$ cat src/logic/mivec_defines.svh
// Constants of the interrupt vectoring block: offsets, bits, resets.
// Assumes one instruction cycle per CORE_CLK edge.
`ifndef MIVEC_DEFINES_SVH
`define MIVEC_DEFINES_SVH
// Register offsets on the 8-bit register port
`define MIVEC_OFS_OPTION 8'h81
`define MIVEC_OFS_CORE_CTL 8'h0b
`define MIVEC_OFS_PFLAG 8'h0c
`define MIVEC_OFS_PEN 8'h8c
`define MIVEC_OFS_PCPIN 8'h96
// Core control register bit positions
`define MIVEC_B_GLB_EN 7
`define MIVEC_B_PERIPH_EN 6
`define MIVEC_B_TMR_EN 5
`define MIVEC_B_EXT_EN 4
`define MIVEC_B_PC_EN 3
`define MIVEC_B_TMR_FLAG 2
`define MIVEC_B_EXT_FLAG 1
`define MIVEC_B_PC_FLAG 0
// Edge select bit inside the option register
`define MIVEC_B_EDGE_SEL 6
// Reset values
`define MIVEC_RST_CORE_CTL 8'h00
`define MIVEC_RST_PFLAG 8'h00
`define MIVEC_RST_PEN 8'h00
`define MIVEC_RST_PCPIN 6'h00
`define MIVEC_RST_EDGE_SEL 1'b1
// Fixed vector and timer wrap values
`define MIVEC_VECTOR 13'h0004
`define MIVEC_TMR_MAX 8'hff
`define MIVEC_TMR_ZERO 8'h00
// Source counts
`define MIVEC_NUM_SRC 11
`define MIVEC_NUM_PERIPH 7
`endif

$ cat src/logic/mivec_pkg.sv
// Types shared by the interrupt vectoring block.
// Assumes nothing of its surroundings.
package mivec_pkg;
  // Sequencer states, Gray coded along run -> wake -> post
  typedef enum logic [1:0]
  {
    MIVEC_RUN = 2'b00,
    MIVEC_WAKE = 2'b01,
    MIVEC_POST = 2'b11
  } mivec_state_e;
endpackage

$ cat src/logic/mivec_ctrl.sv
// Interrupt collection, masking, vectoring and sleep wake-up.
// Assumes the core pulses RETURN_FROM_IRQ_INSTR on a return from irq,
// holds SLEEP_ACT while asleep and executes one instruction after wake.
`include "mivec_defines.svh"

// How it works
// RULE_01 - Eleven sources: pin, timer, port, seven peripherals; the code has ten
// RULE_02 - Global enable gates every enabled request
// RULE_03 - Per-source enable blocks that source only
// RULE_04 - Reset clears the global enable
// RULE_05 - Taking: clear global, push, vector 0004h
// RULE_06 - Return instruction sets the global enable
// RULE_07 - Pin, port, timer flags in core register
// RULE_08 - Peripheral flags and enables in own registers
// RULE_09 - External events vectored after three cycles
// RULE_10 - Software clears flags before re-enabling
// RULE_11 - Flags set regardless of any enable
// RULE_12 - Clearing global drops next-cycle take, keeps pending
// RULE_13 - Wake with global set: next instruction, vector
// RULE_14 - Wake signalled by an enabled set flag
// RULE_15 - Wake: status bit4 set, bit3 clear
// RULE_16 - Pin request edge chosen by edge select
// RULE_17 - Timer wrap FF to 00 sets flag
// RULE_18 - Request is AND of flag and enable, gated
module mivec_ctrl
  import mivec_pkg::*;
(
  // Clock and reset
  input wire logic CORE_CLK,
  input wire logic RESET_N,
  // Register port
  input wire logic [7:0] REG_ADDR,
  input wire logic [7:0] REG_WDATA,
  input wire logic REG_WR,
  input wire logic REG_RD,
  output logic [7:0] REG_RDATA,
  // Event sources
  input wire logic EXT_REQUEST_PIN,
  input wire logic [5:0] PORT_PINS,
  input wire logic [7:0] TIMER_COUNT,
  input wire logic [6:0] PERIPH_EVT,
  // Core side
  input wire logic RETURN_FROM_IRQ_INSTR,
  input wire logic SLEEP_ACT,
  output logic IRQ_TAKE,
  output logic [12:0] IRQ_VECTOR,
  output logic GLOBAL_IRQ_ENABLE,
  output logic IRQ,
  output logic WAKE,
  output logic STATUS_WR,
  output logic STATUS_TO,
  output logic STATUS_PD
);

  logic [7:0] ctl_q, ctl_d;
  logic [6:0] pflag_q, pflag_d;
  logic [6:0] pen_q, pen_d;
  logic [5:0] pcpin_q, pcpin_d;
  logic edge_sel_q, edge_sel_d;
  logic ext_prev_q;
  logic [5:0] port_prev_q;
  logic [7:0] tmr_prev_q;
  logic [7:0] rdata_q, rdata_d;
  mivec_state_e st_q, st_d;
  logic take_q, take_d;
  logic req_q, req_d;
  logic wake_q, wake_d;
  logic [12:0] vec_q;
  logic ext_evt, port_evt, tmr_evt, any_src, glb_clr_wr;
  logic wr_ctl, wr_pflag;

  // Source event detection from the previous-cycle samples
  assign ext_evt = edge_sel_q ? (EXT_REQUEST_PIN && !ext_prev_q)
                              : (!EXT_REQUEST_PIN && ext_prev_q); // RULE_16
  assign port_evt = |((PORT_PINS ^ port_prev_q) & pcpin_q); // RULE_01
  assign tmr_evt = (tmr_prev_q == `MIVEC_TMR_MAX) &&
                   (TIMER_COUNT == `MIVEC_TMR_ZERO); // RULE_17
  assign wr_ctl = REG_WR && (REG_ADDR == `MIVEC_OFS_CORE_CTL);
  assign wr_pflag = REG_WR && (REG_ADDR == `MIVEC_OFS_PFLAG);
  // A write leaving the global enable clear cancels a take in flight
  assign glb_clr_wr = wr_ctl && !REG_WDATA[`MIVEC_B_GLB_EN];

  // Enabled source present, independent of the global enable
  assign any_src =
    (ctl_q[`MIVEC_B_EXT_EN] && ctl_q[`MIVEC_B_EXT_FLAG]) ||
    (ctl_q[`MIVEC_B_PC_EN] && ctl_q[`MIVEC_B_PC_FLAG]) ||
    (ctl_q[`MIVEC_B_TMR_EN] && ctl_q[`MIVEC_B_TMR_FLAG]) ||
    (ctl_q[`MIVEC_B_PERIPH_EN] && |(pflag_q & pen_q)); // RULE_03

  // Register next values; hardware flag set wins over software clear
  always_comb
  begin
    ctl_d = ctl_q;
    pflag_d = pflag_q;
    pen_d = pen_q;
    pcpin_d = pcpin_q;
    edge_sel_d = edge_sel_q;
    if (wr_ctl)
    begin
      ctl_d[7:3] = REG_WDATA[7:3];
      ctl_d[2:0] = ctl_q[2:0] & ~REG_WDATA[2:0]; // RULE_10
    end
    if (wr_pflag)
    begin
      pflag_d = pflag_q & ~REG_WDATA[6:0];
    end
    if (REG_WR && (REG_ADDR == `MIVEC_OFS_PEN))
    begin
      pen_d = REG_WDATA[6:0]; // RULE_08
    end
    if (REG_WR && (REG_ADDR == `MIVEC_OFS_PCPIN))
    begin
      pcpin_d = REG_WDATA[5:0];
    end
    if (REG_WR && (REG_ADDR == `MIVEC_OFS_OPTION))
    begin
      edge_sel_d = REG_WDATA[`MIVEC_B_EDGE_SEL];
    end
    // Flags set whatever the enables say
    if (ext_evt)
    begin
      ctl_d[`MIVEC_B_EXT_FLAG] = 1'b1; // RULE_11
    end
    if (port_evt)
    begin
      ctl_d[`MIVEC_B_PC_FLAG] = 1'b1; // RULE_07
    end
    if (tmr_evt)
    begin
      ctl_d[`MIVEC_B_TMR_FLAG] = 1'b1;
    end
    pflag_d = pflag_d | PERIPH_EVT; // RULE_11
    // Return sets global enable unless software writes it the same cycle
    if (RETURN_FROM_IRQ_INSTR && !wr_ctl)
    begin
      ctl_d[`MIVEC_B_GLB_EN] = 1'b1; // RULE_06
    end
    if (take_d)
    begin
      ctl_d[`MIVEC_B_GLB_EN] = 1'b0; // RULE_05
    end
  end

  // Request evaluation once per instruction cycle
  always_comb
  begin
    req_d = ctl_q[`MIVEC_B_GLB_EN] && any_src; // RULE_18 RULE_02
  end

  // Sequencer: normal takes, sleep wake-up and the post-wake instruction
  always_comb
  begin
    st_d = st_q;
    take_d = 1'b0;
    wake_d = 1'b0;
    unique case (st_q)
      MIVEC_RUN:
      begin
        if (SLEEP_ACT && any_src)
        begin
          wake_d = 1'b1; // RULE_14
          st_d = MIVEC_WAKE;
        end
        else if (req_q && ctl_q[`MIVEC_B_GLB_EN] && !glb_clr_wr &&
                 !SLEEP_ACT)
        begin
          take_d = 1'b1; // RULE_12 RULE_09
        end
      end
      MIVEC_WAKE:
      begin
        // Core wakes now; it runs the instruction after the sleep in MIVEC_POST
        st_d = ctl_q[`MIVEC_B_GLB_EN] ? MIVEC_POST : MIVEC_RUN; // RULE_13
      end
      MIVEC_POST:
      begin
        st_d = MIVEC_RUN;
        take_d = ctl_q[`MIVEC_B_GLB_EN] && !glb_clr_wr; // RULE_13
      end
      default:
      begin
        st_d = MIVEC_RUN;
      end
    endcase
  end

  // Read mux; unmapped offsets read zero
  always_comb
  begin
    rdata_d = 8'h00;
    if (REG_RD)
    begin
      unique case (REG_ADDR)
        `MIVEC_OFS_CORE_CTL: rdata_d = ctl_q;
        `MIVEC_OFS_PFLAG: rdata_d = {1'b0, pflag_q};
        `MIVEC_OFS_PEN: rdata_d = {1'b0, pen_q};
        `MIVEC_OFS_PCPIN: rdata_d = {2'h0, pcpin_q};
        `MIVEC_OFS_OPTION: rdata_d = {1'b0, edge_sel_q, 6'h00};
        default: rdata_d = 8'h00;
      endcase
    end
  end

  // State registers; synchronous active-low reset
  always_ff @(posedge CORE_CLK)
  begin
    if (!RESET_N)
    begin
      ctl_q <= `MIVEC_RST_CORE_CTL; // RULE_04
      pflag_q <= 7'(`MIVEC_RST_PFLAG);
      pen_q <= 7'(`MIVEC_RST_PEN);
      pcpin_q <= `MIVEC_RST_PCPIN;
      edge_sel_q <= `MIVEC_RST_EDGE_SEL;
      // Pins sampled in reset, so release brings no false edge or wrap
      ext_prev_q <= EXT_REQUEST_PIN;
      port_prev_q <= PORT_PINS;
      tmr_prev_q <= TIMER_COUNT;
      rdata_q <= 8'h00;
      st_q <= MIVEC_RUN;
      take_q <= 1'b0;
      req_q <= 1'b0;
      wake_q <= 1'b0;
      vec_q <= 13'h0000;
    end
    else
    begin
      ctl_q <= ctl_d;
      pflag_q <= pflag_d;
      pen_q <= pen_d;
      pcpin_q <= pcpin_d;
      edge_sel_q <= edge_sel_d;
      ext_prev_q <= EXT_REQUEST_PIN;
      port_prev_q <= PORT_PINS;
      tmr_prev_q <= TIMER_COUNT;
      rdata_q <= rdata_d;
      st_q <= st_d;
      take_q <= take_d;
      req_q <= req_d;
      wake_q <= wake_d;
      vec_q <= `MIVEC_VECTOR; // RULE_05
    end
  end

  // Outputs straight from flip-flops except STATUS_PD, tied low; status pattern fixed on wake
  assign REG_RDATA = rdata_q;
  assign IRQ_TAKE = take_q;
  assign IRQ_VECTOR = vec_q;
  assign GLOBAL_IRQ_ENABLE = ctl_q[`MIVEC_B_GLB_EN];
  assign IRQ = req_q;
  assign WAKE = wake_q;
  assign STATUS_WR = wake_q; // RULE_15
  assign STATUS_TO = wake_q;
  assign STATUS_PD = 1'b0;
endmodule

$ cat config.mk
export PLATFORM = sky130hd
export DESIGN_NAME = mivec_ctrl
export DESIGN_NICKNAME = d
export VERILOG_FILES = /design/src/logic/mivec_pkg.sv /design/src/logic/mivec_ctrl.sv
export VERILOG_INCLUDE_DIRS = /design/src /design/src/logic
export SDC_FILE = /design/constraint.sdc
export NUM_CORES = 1
export LEC_CHECK = 0
export ABC_AREA = 1
export BUFFER_PORTS_ARGS = -buffer_cell sky130_fd_sc_hd__buf_2
export CAP_MARGIN = 20
export CORE_MARGIN = 2
export CORE_UTILIZATION = 35
export DETAILED_ROUTE_END_ITERATION = 8
export GPL_TIMING_DRIVEN = 0
export PLACE_DENSITY = 0.54
export REMOVE_ABC_BUFFERS = 1
export SYNTH_ARGS = -nofsm -noshare
export SYNTH_HDL_FRONTEND = slang
export SYNTH_SLANG_ARGS = --single-unit
$ cat constraint.sdc
create_clock -name CORE_CLK -period 1.9 [get_ports CORE_CLK]
set_clock_uncertainty 0.15 [all_clocks]
set_input_delay 0.095 -clock CORE_CLK [delete_from_list [all_inputs] [get_ports CORE_CLK]]
set_output_delay 0.095 -clock CORE_CLK [all_outputs]
set_load 0.02 [all_outputs]
==> results of run 1 <==
## worst paths after layout
kind                from      endpoint  slack (ns)  cells after the start
max reg2reg      st_q[1]      ctl_q[7]        0.40                      7
max          REG_ADDR[5]    pflag_q[4]        0.23                      8
min reg2reg   pcpin_q[5]    pcpin_q[5]        0.32                      2
min          REG_ADDR[3]  REG_RDATA[7]        0.07                      5
## layout by cell type, fill, tap and decap left out, types with 4 or more instances in the layout
cell type	netlist	routed
dfxtp_1	58	58
clkbuf_8	0	10
inv_1	23	23
nand3_1	29	29
nand2_2	5	5
o21ai_0	11	11
dlygate4sd3_1	0	41
buf_2	1	58
a21oi_1	37	37
clkinv_2	0	4
nand2_1	64	64
o21ai_1	4	4
conb_1	1	13
nor2_1	39	39
## registers in the layout, indices dropped and copies added, names as in the netlist
| signal | count |
|---|---|
| REG_RDATA | 8 |
| ctl_q | 8 |
| tmr_prev_q | 8 |
| pcpin_q | 6 |
| st_q | 2 |
| IRQ | 1 |
| IRQ_VECTOR | 1 |
| edge_sel_q | 1 |
| IRQ_TAKE | 1 |
| pflag_q | 7 |
| port_prev_q | 6 |
| ext_prev_q | 1 |
| STATUS_TO | 1 |
| pen_q | 7 |
## stage by stage
stage / hold slack, ns / cells / worst slack, ns
final: 0.0701 / 526 / 0.229
after floorplan: -0.0273 / 315 / 0.555
after global routing: 0.0754 / 526 / 0.109
after CTS: 0.0585 / 526 / 0.242
after global placement: 0.0645 / 469 / 0.274
after detailed placement: 0.0671 / 469 / 0.264
## area by class of cell
cell class                 instances  area (sq um)
timing repair buffer              99           701
clock inverter                     6          80.1
sequential                        58          1160
fill                             693          3450
multi-input combinational        231          1160
inverter                          26           100
clock buffer                      10           138
tap                               96           120
## report_power, final
group	internal, mW	leakage, nW	total, mW	switching, mW
Sequential	1.27	0.476	1.30	0.0298
Clock	0.764	0.116	1.25	0.483
Combinational	0.160	0.990	0.344	0.184
## worst reg2reg max path, delay by kind of cell, from the launching register on
family	cells	cell delay (ns)
AND/OR/NAND/NOR	3	0.27
AO/OA/AOI/OAI	2	0.31
flip-flops	1	0.31
buffers and inverters	1	0.09
adder cells (fa/ha/maj)	1	0.26
## routing by layer
layer | vias to the layer above | wire, um | GRT usage
met5 | - | 0 | 0
met4 | 0 | 65 | 0.0529
met3 | 7 | 300 | 0.0609
met2 | 57 | 2880 | 0.282
met1 | 1061 | 2910 | 0.211
li1 | 1231 | - | -
## kinds of logic (layout without fill, tap and decap cells)
logic type,Yosys count,after routing,synth area share
other,1,13,0.00148
and+or+nand+nor,159,159,0.307
buffers and inverters,48,141,0.101
DFF,58,58,0.459
adders and majority gates,3,3,0.0149
AOI/OAI and AO/OA,56,56,0.116
==> run_results.csv, run 1 <==
group,metric,value,unit
power,peakVddDrop,0.000360,V
sta,finalCriticalPeriod,1.67,ns
yosys,async_reset_ff_frac,0,
sta,finalHoldViolCount,0,
yosys,synth_edf_count,0,
detailed_routing,antenna_left,0,
global_route,grt_pass1_vias,2200,
clock_tree,cts_num_sinks,58,
final_layout,area_growth,36.7,%
detailed_routing,wirelength,6160,um
yosys,seq_area_frac_synth,0.459,
sta,setup_viol,0,
global_route,grt_pass1_wl,10100,um
detailed_routing,wl_per_cell,11.7,um
yosys,synthCells,325,
die,dieHeight,89.0,um
final_layout,diodes,0,
yosys,synth_largest_area_cell,"dfxtp_1",
die,start_util,0.366,
sta,setup_tns,0,ns
sta,min_period_over_period,0.880,
clock_tree,max-clock-path-buffers,2,
clock_tree,post_cts_buffers,0,
clock_tree,cts.clk_slew.worst_paths,0.06,ns
yosys,synthFlopType,"dfxtp_1",
critical_path,path_cells,"buf_2, nor2_2, nand2_1, nor2_4, nand3_1, a21oi_1, dlygate4sd3_1, nor2_1",
yosys,ys_top_cells_by_count,"nand2_1 (64), dfxtp_1 (58), nor2_1 (39)",
sta,worst_slew_pin_slew,0.752,ns
clock_tree,cts_tree,"done",
sta,drv_slew,0,
critical_path,path_delay_family,"simple AND/OR/NAND/NOR gates",
final_layout,fin_nets,472,
critical_path,worst-setup-path-type,"in2reg",
die,dieArea,0.00792,sq mm
final_layout,fin_util,0.500,
detailed_routing,drc,0,
clock_tree,h-tree-depth,3,
detailed_routing,num_vias,2356,
placed_design,io_buffer_count,58,
run_status,run_status,"completed",
clock_tree,insertion_delay,0.34,ns
yosys,synthTopCellsByArea,"dfxtp_1 (46%), nand2_1 (9.5%), a21oi_1 (7.3%)",
detailed_routing,first_pass_iters,4,
power,power_leakage,1.58,nW
sta,rsz0062_at_grt,"false",
placed_design,dp_hpwl,4210,um
run,drv_cap,0,
power,power.density,835,mW/mm^2
yosys,ys_types,33,
critical_path,cp_slowest_stage_delay,0.57,ns
clock_tree,cts_buffers,9,
critical_path,cp-start-kind,"primary input",
hold_path,min_path_type,"in2reg",
global_route,antenna_found_initial,0,
die,core_region_area,0.00691,sq mm
clock_tree,root_buffer,"clkbuf_8",
global_route,track_usage,0.171,
power,finalPower,2.89,mW
final_layout,design_area,0.00346,sq mm
critical_path,crit_fanout,15,
critical_path,crit_required,1.94,ns
yosys,synth.most_common_cell,"nand2_1",
die,die-width,89.0,um
yosys,ys_seq_elements,58,
critical_path,critPathCaptureType,"flip-flop",
global_route,grt_max_degree,24,
detailed_routing,vias_per_cell,4.48,
sta,max_slew_margin,0.498,
clock_tree,cts_hold_buf,41,
global_route,grt_overflow,0,
clock_tree,post_cts_resized,0,
final_layout,drive_gt1_frac,0.233,
yosys,yosysTopAreaCellShare,0.459,
sta,max_freq,598,MHz
placed_design,dpl_cell_area,0.00283,sq mm
critical_path,worst-path-buf-inv,2,
detailed_routing,drtIter0Drc,98,
die,ios,72,
placed_design,place_congestion,0.775,
yosys,syn_avg_cell_area,7.78,sq um
critical_path,critPathArrivalTime,1.72,ns
yosys,synth_area,0.00253,sq mm
die,row_count,30,
critical_path,cpMaxStageDelayCell,"dlygate4sd3_1",
yosys,synth_warnings,0,
Note: power is estimated with default switching activity, not from simulation.
==> inputs of run 2 (changes only) <==
- PLACE_DENSITY: 0.54 -> 0.57
- clock period: 1.9 -> 1.4 ns (I/O delays scaled with it)
==> run_results.csv, run 2 (synthesis gave the netlist of run 1 again) <==
group,metric,value,unit
detailed_routing,num_vias,2324,
clock_tree,cts.clk_slew.worst_paths,0.07,ns
clock_tree,cts_tree,"done",
critical_path,r2r-start,"st_q[1]",
power,p_int,3.14,mW
die,core_region_area,0.00691,sq mm
critical_path,critPathLaunch,"st_q[1]",
clock_tree,cts_buffers,9,
final_layout,drive_gt1_frac,0.270,
final_layout,layout_commonest_cell,"nand2_1",
final_layout,design_area,0.00346,sq mm
critical_path,crit_required,1.48,ns
power,power.density,1190,mW/mm^2
critical_path,worst-setup-path-type,"reg2reg",
die,ios,72,
placed_design,dpl_cell_area,0.00283,sq mm
placed_design,dp_hpwl,4150,um
sta,max_slew_margin,0.476,
clock_tree,root_buffer,"clkbuf_8",
critical_path,cp-start-kind,"flip-flop",
power,swShare,0.236,
critical_path,r2r_end,"ctl_q[7]",
sta,drv_slew,0,
global_route,antenna_found_initial,0,
power,peakVddDrop,0.000827,V
die,start_util,0.366,
critical_path,critPathCaptureType,"flip-flop",
sta,setup_tns,0,ns
power,pwr-share-comb,0.126,
die,dieHeight,89.0,um
sta,min_period_over_period,0.959,
sta,finalHoldViolCount,0,
power,clock_power_share,0.443,
global_route,grt_max_degree,24,
detailed_routing,antenna_left,0,
global_route,grt_pass1_vias,2089,
critical_path,crit_fanout,3,
global_route,track_usage,0.162,
detailed_routing,drtIter0Drc,96,
die,die-width,89.0,um
power,netSwitchingPower,972,uW
die,row_count,30,
placed_design,dp_slack,-0.219,ns
detailed_routing,first_pass_iters,4,
detailed_routing,vias_per_cell,4.45,
hold_path,min_path_type,"in2reg",
clock_tree,h-tree-depth,3,
final_layout,area_growth,37.1,%
clock_tree,cts_num_sinks,58,
detailed_routing,wirelength,6240,um
critical_path,crit_path_end,"ctl_q[7]",
final_layout,fin_nets,468,
sta,worst_slew_pin_slew,0.785,ns
global_route,grt_overflow,0,
final_layout,final_cell_mix,"nand2_1 (60), buf_2 (58), dfxtp_1 (53), nor2_1 (38), a21oi_1 (37)",
final_layout,diodes,0,
sta,setup_ws,0.0573,ns
critical_path,ff2ff_setup_slack,0.06,ns
placed_design,io_buffer_count,58,
sta,finalCriticalPeriod,1.34,ns
detailed_routing,wl_per_cell,12.0,um
global_route,grt_pass1_wl,9520,um
sta,setup_viol,0,
critical_path,worstRegToRegCells,7,
power,p_seq_frac,0.431,
detailed_routing,drc,0,
clock_tree,max-clock-path-buffers,2,
placed_design,place_congestion,0.762,
sta,max_freq,745,MHz
power,power_leakage,1.57,nW
critical_path,critPathArrivalTime,1.42,ns
die,dieArea,0.00792,sq mm
run,drv_cap,0,
run_status,run_status,"completed",
sta,rsz0062_at_grt,"true",
clock_tree,insertion_delay,0.33,ns
## run 2: changes by cell type in the layout (fill, tap and decap cells not counted), moves of 2 or more
cell / delta
buf_4: +2
dfxtp_1: -5
dfxtp_2: +5
dlygate4sd3_1: -6
inv_1: -2
nand2_1: -4
nand2_2: +4
## run 2: power groups by stage
stage	logic [mW]	clock network [mW]	registers, mW
final	0.519	1.82	1.77
after detailed placement	0.377	0	1.79
after global routing	0.574	1.95	1.78
after floorplan	0.229	0	1.79
after global placement	0.368	0	1.79
after CTS	0.499	1.87	1.75
## run 2: worst min path at each step
stage	start	endpoint	slack (ns)	depth (start not counted)
floorplan	RESET_N	IRQ_VECTOR[2]	-0.05	0
global placement	TIMER_COUNT[5]	tmr_prev_q[5]	0.04	1
detailed placement	TIMER_COUNT[5]	tmr_prev_q[5]	0.04	1
CTS	REG_ADDR[3]	REG_RDATA[7]	0.05	5
global route	REG_WR	pen_q[6]	0.05	3
finish	REG_WR	pen_q[6]	0.05	3
## run 2: metal layers
layer	wire length, um	part of all wire	vias to the layer above	track usage
li1	-	-	1219	-
met1	2870	0.46	1032	0.192
met2	2950	0.47	67	0.274
met3	378	0.061	6	0.0702
met4	42	0.0067	0	0.0366
met5	0	0	-	0
## run 2: layout make-up
type                       instances  area, sq um
multi-input combinational        231         1190
tap                               96          120
inverter                          26          103
timing repair buffer              95          656
fill                             713         3440
clock buffer                      10          128
clock inverter                     6          105
sequential                        58         1170
## run 2: stage by stage
step                cells  hold slack (ns)  utilization  total power [mW]
CTS                   520           0.0488        0.496              4.12
global route          522           0.0530        0.502              4.30
finish                522           0.0503        0.502              4.11
detailed placement    469           0.0404        0.409              2.17
global placement      469           0.0387        0.409              2.16
floorplan             315          -0.0523            -              2.02
## run 2: worst max-delay path, stage by stage (launching register included)
cell and delay (ns):
dfxtp_2 0.34, inv_4 0.07, ha_4 0.13, nand3b_1 0.09, a211oi_2 0.26, nor2_1 0.06, nand2_1 0.10, a21oi_1 0.04
## run 2: timing repair
action,in CTS,in global routing
resized for setup,3,13
setup buffers,0,2
hold buffers,35,0
endpoints found under the setup margin,2,4
endpoints found under the hold margin,57,0
pin swaps,0,6
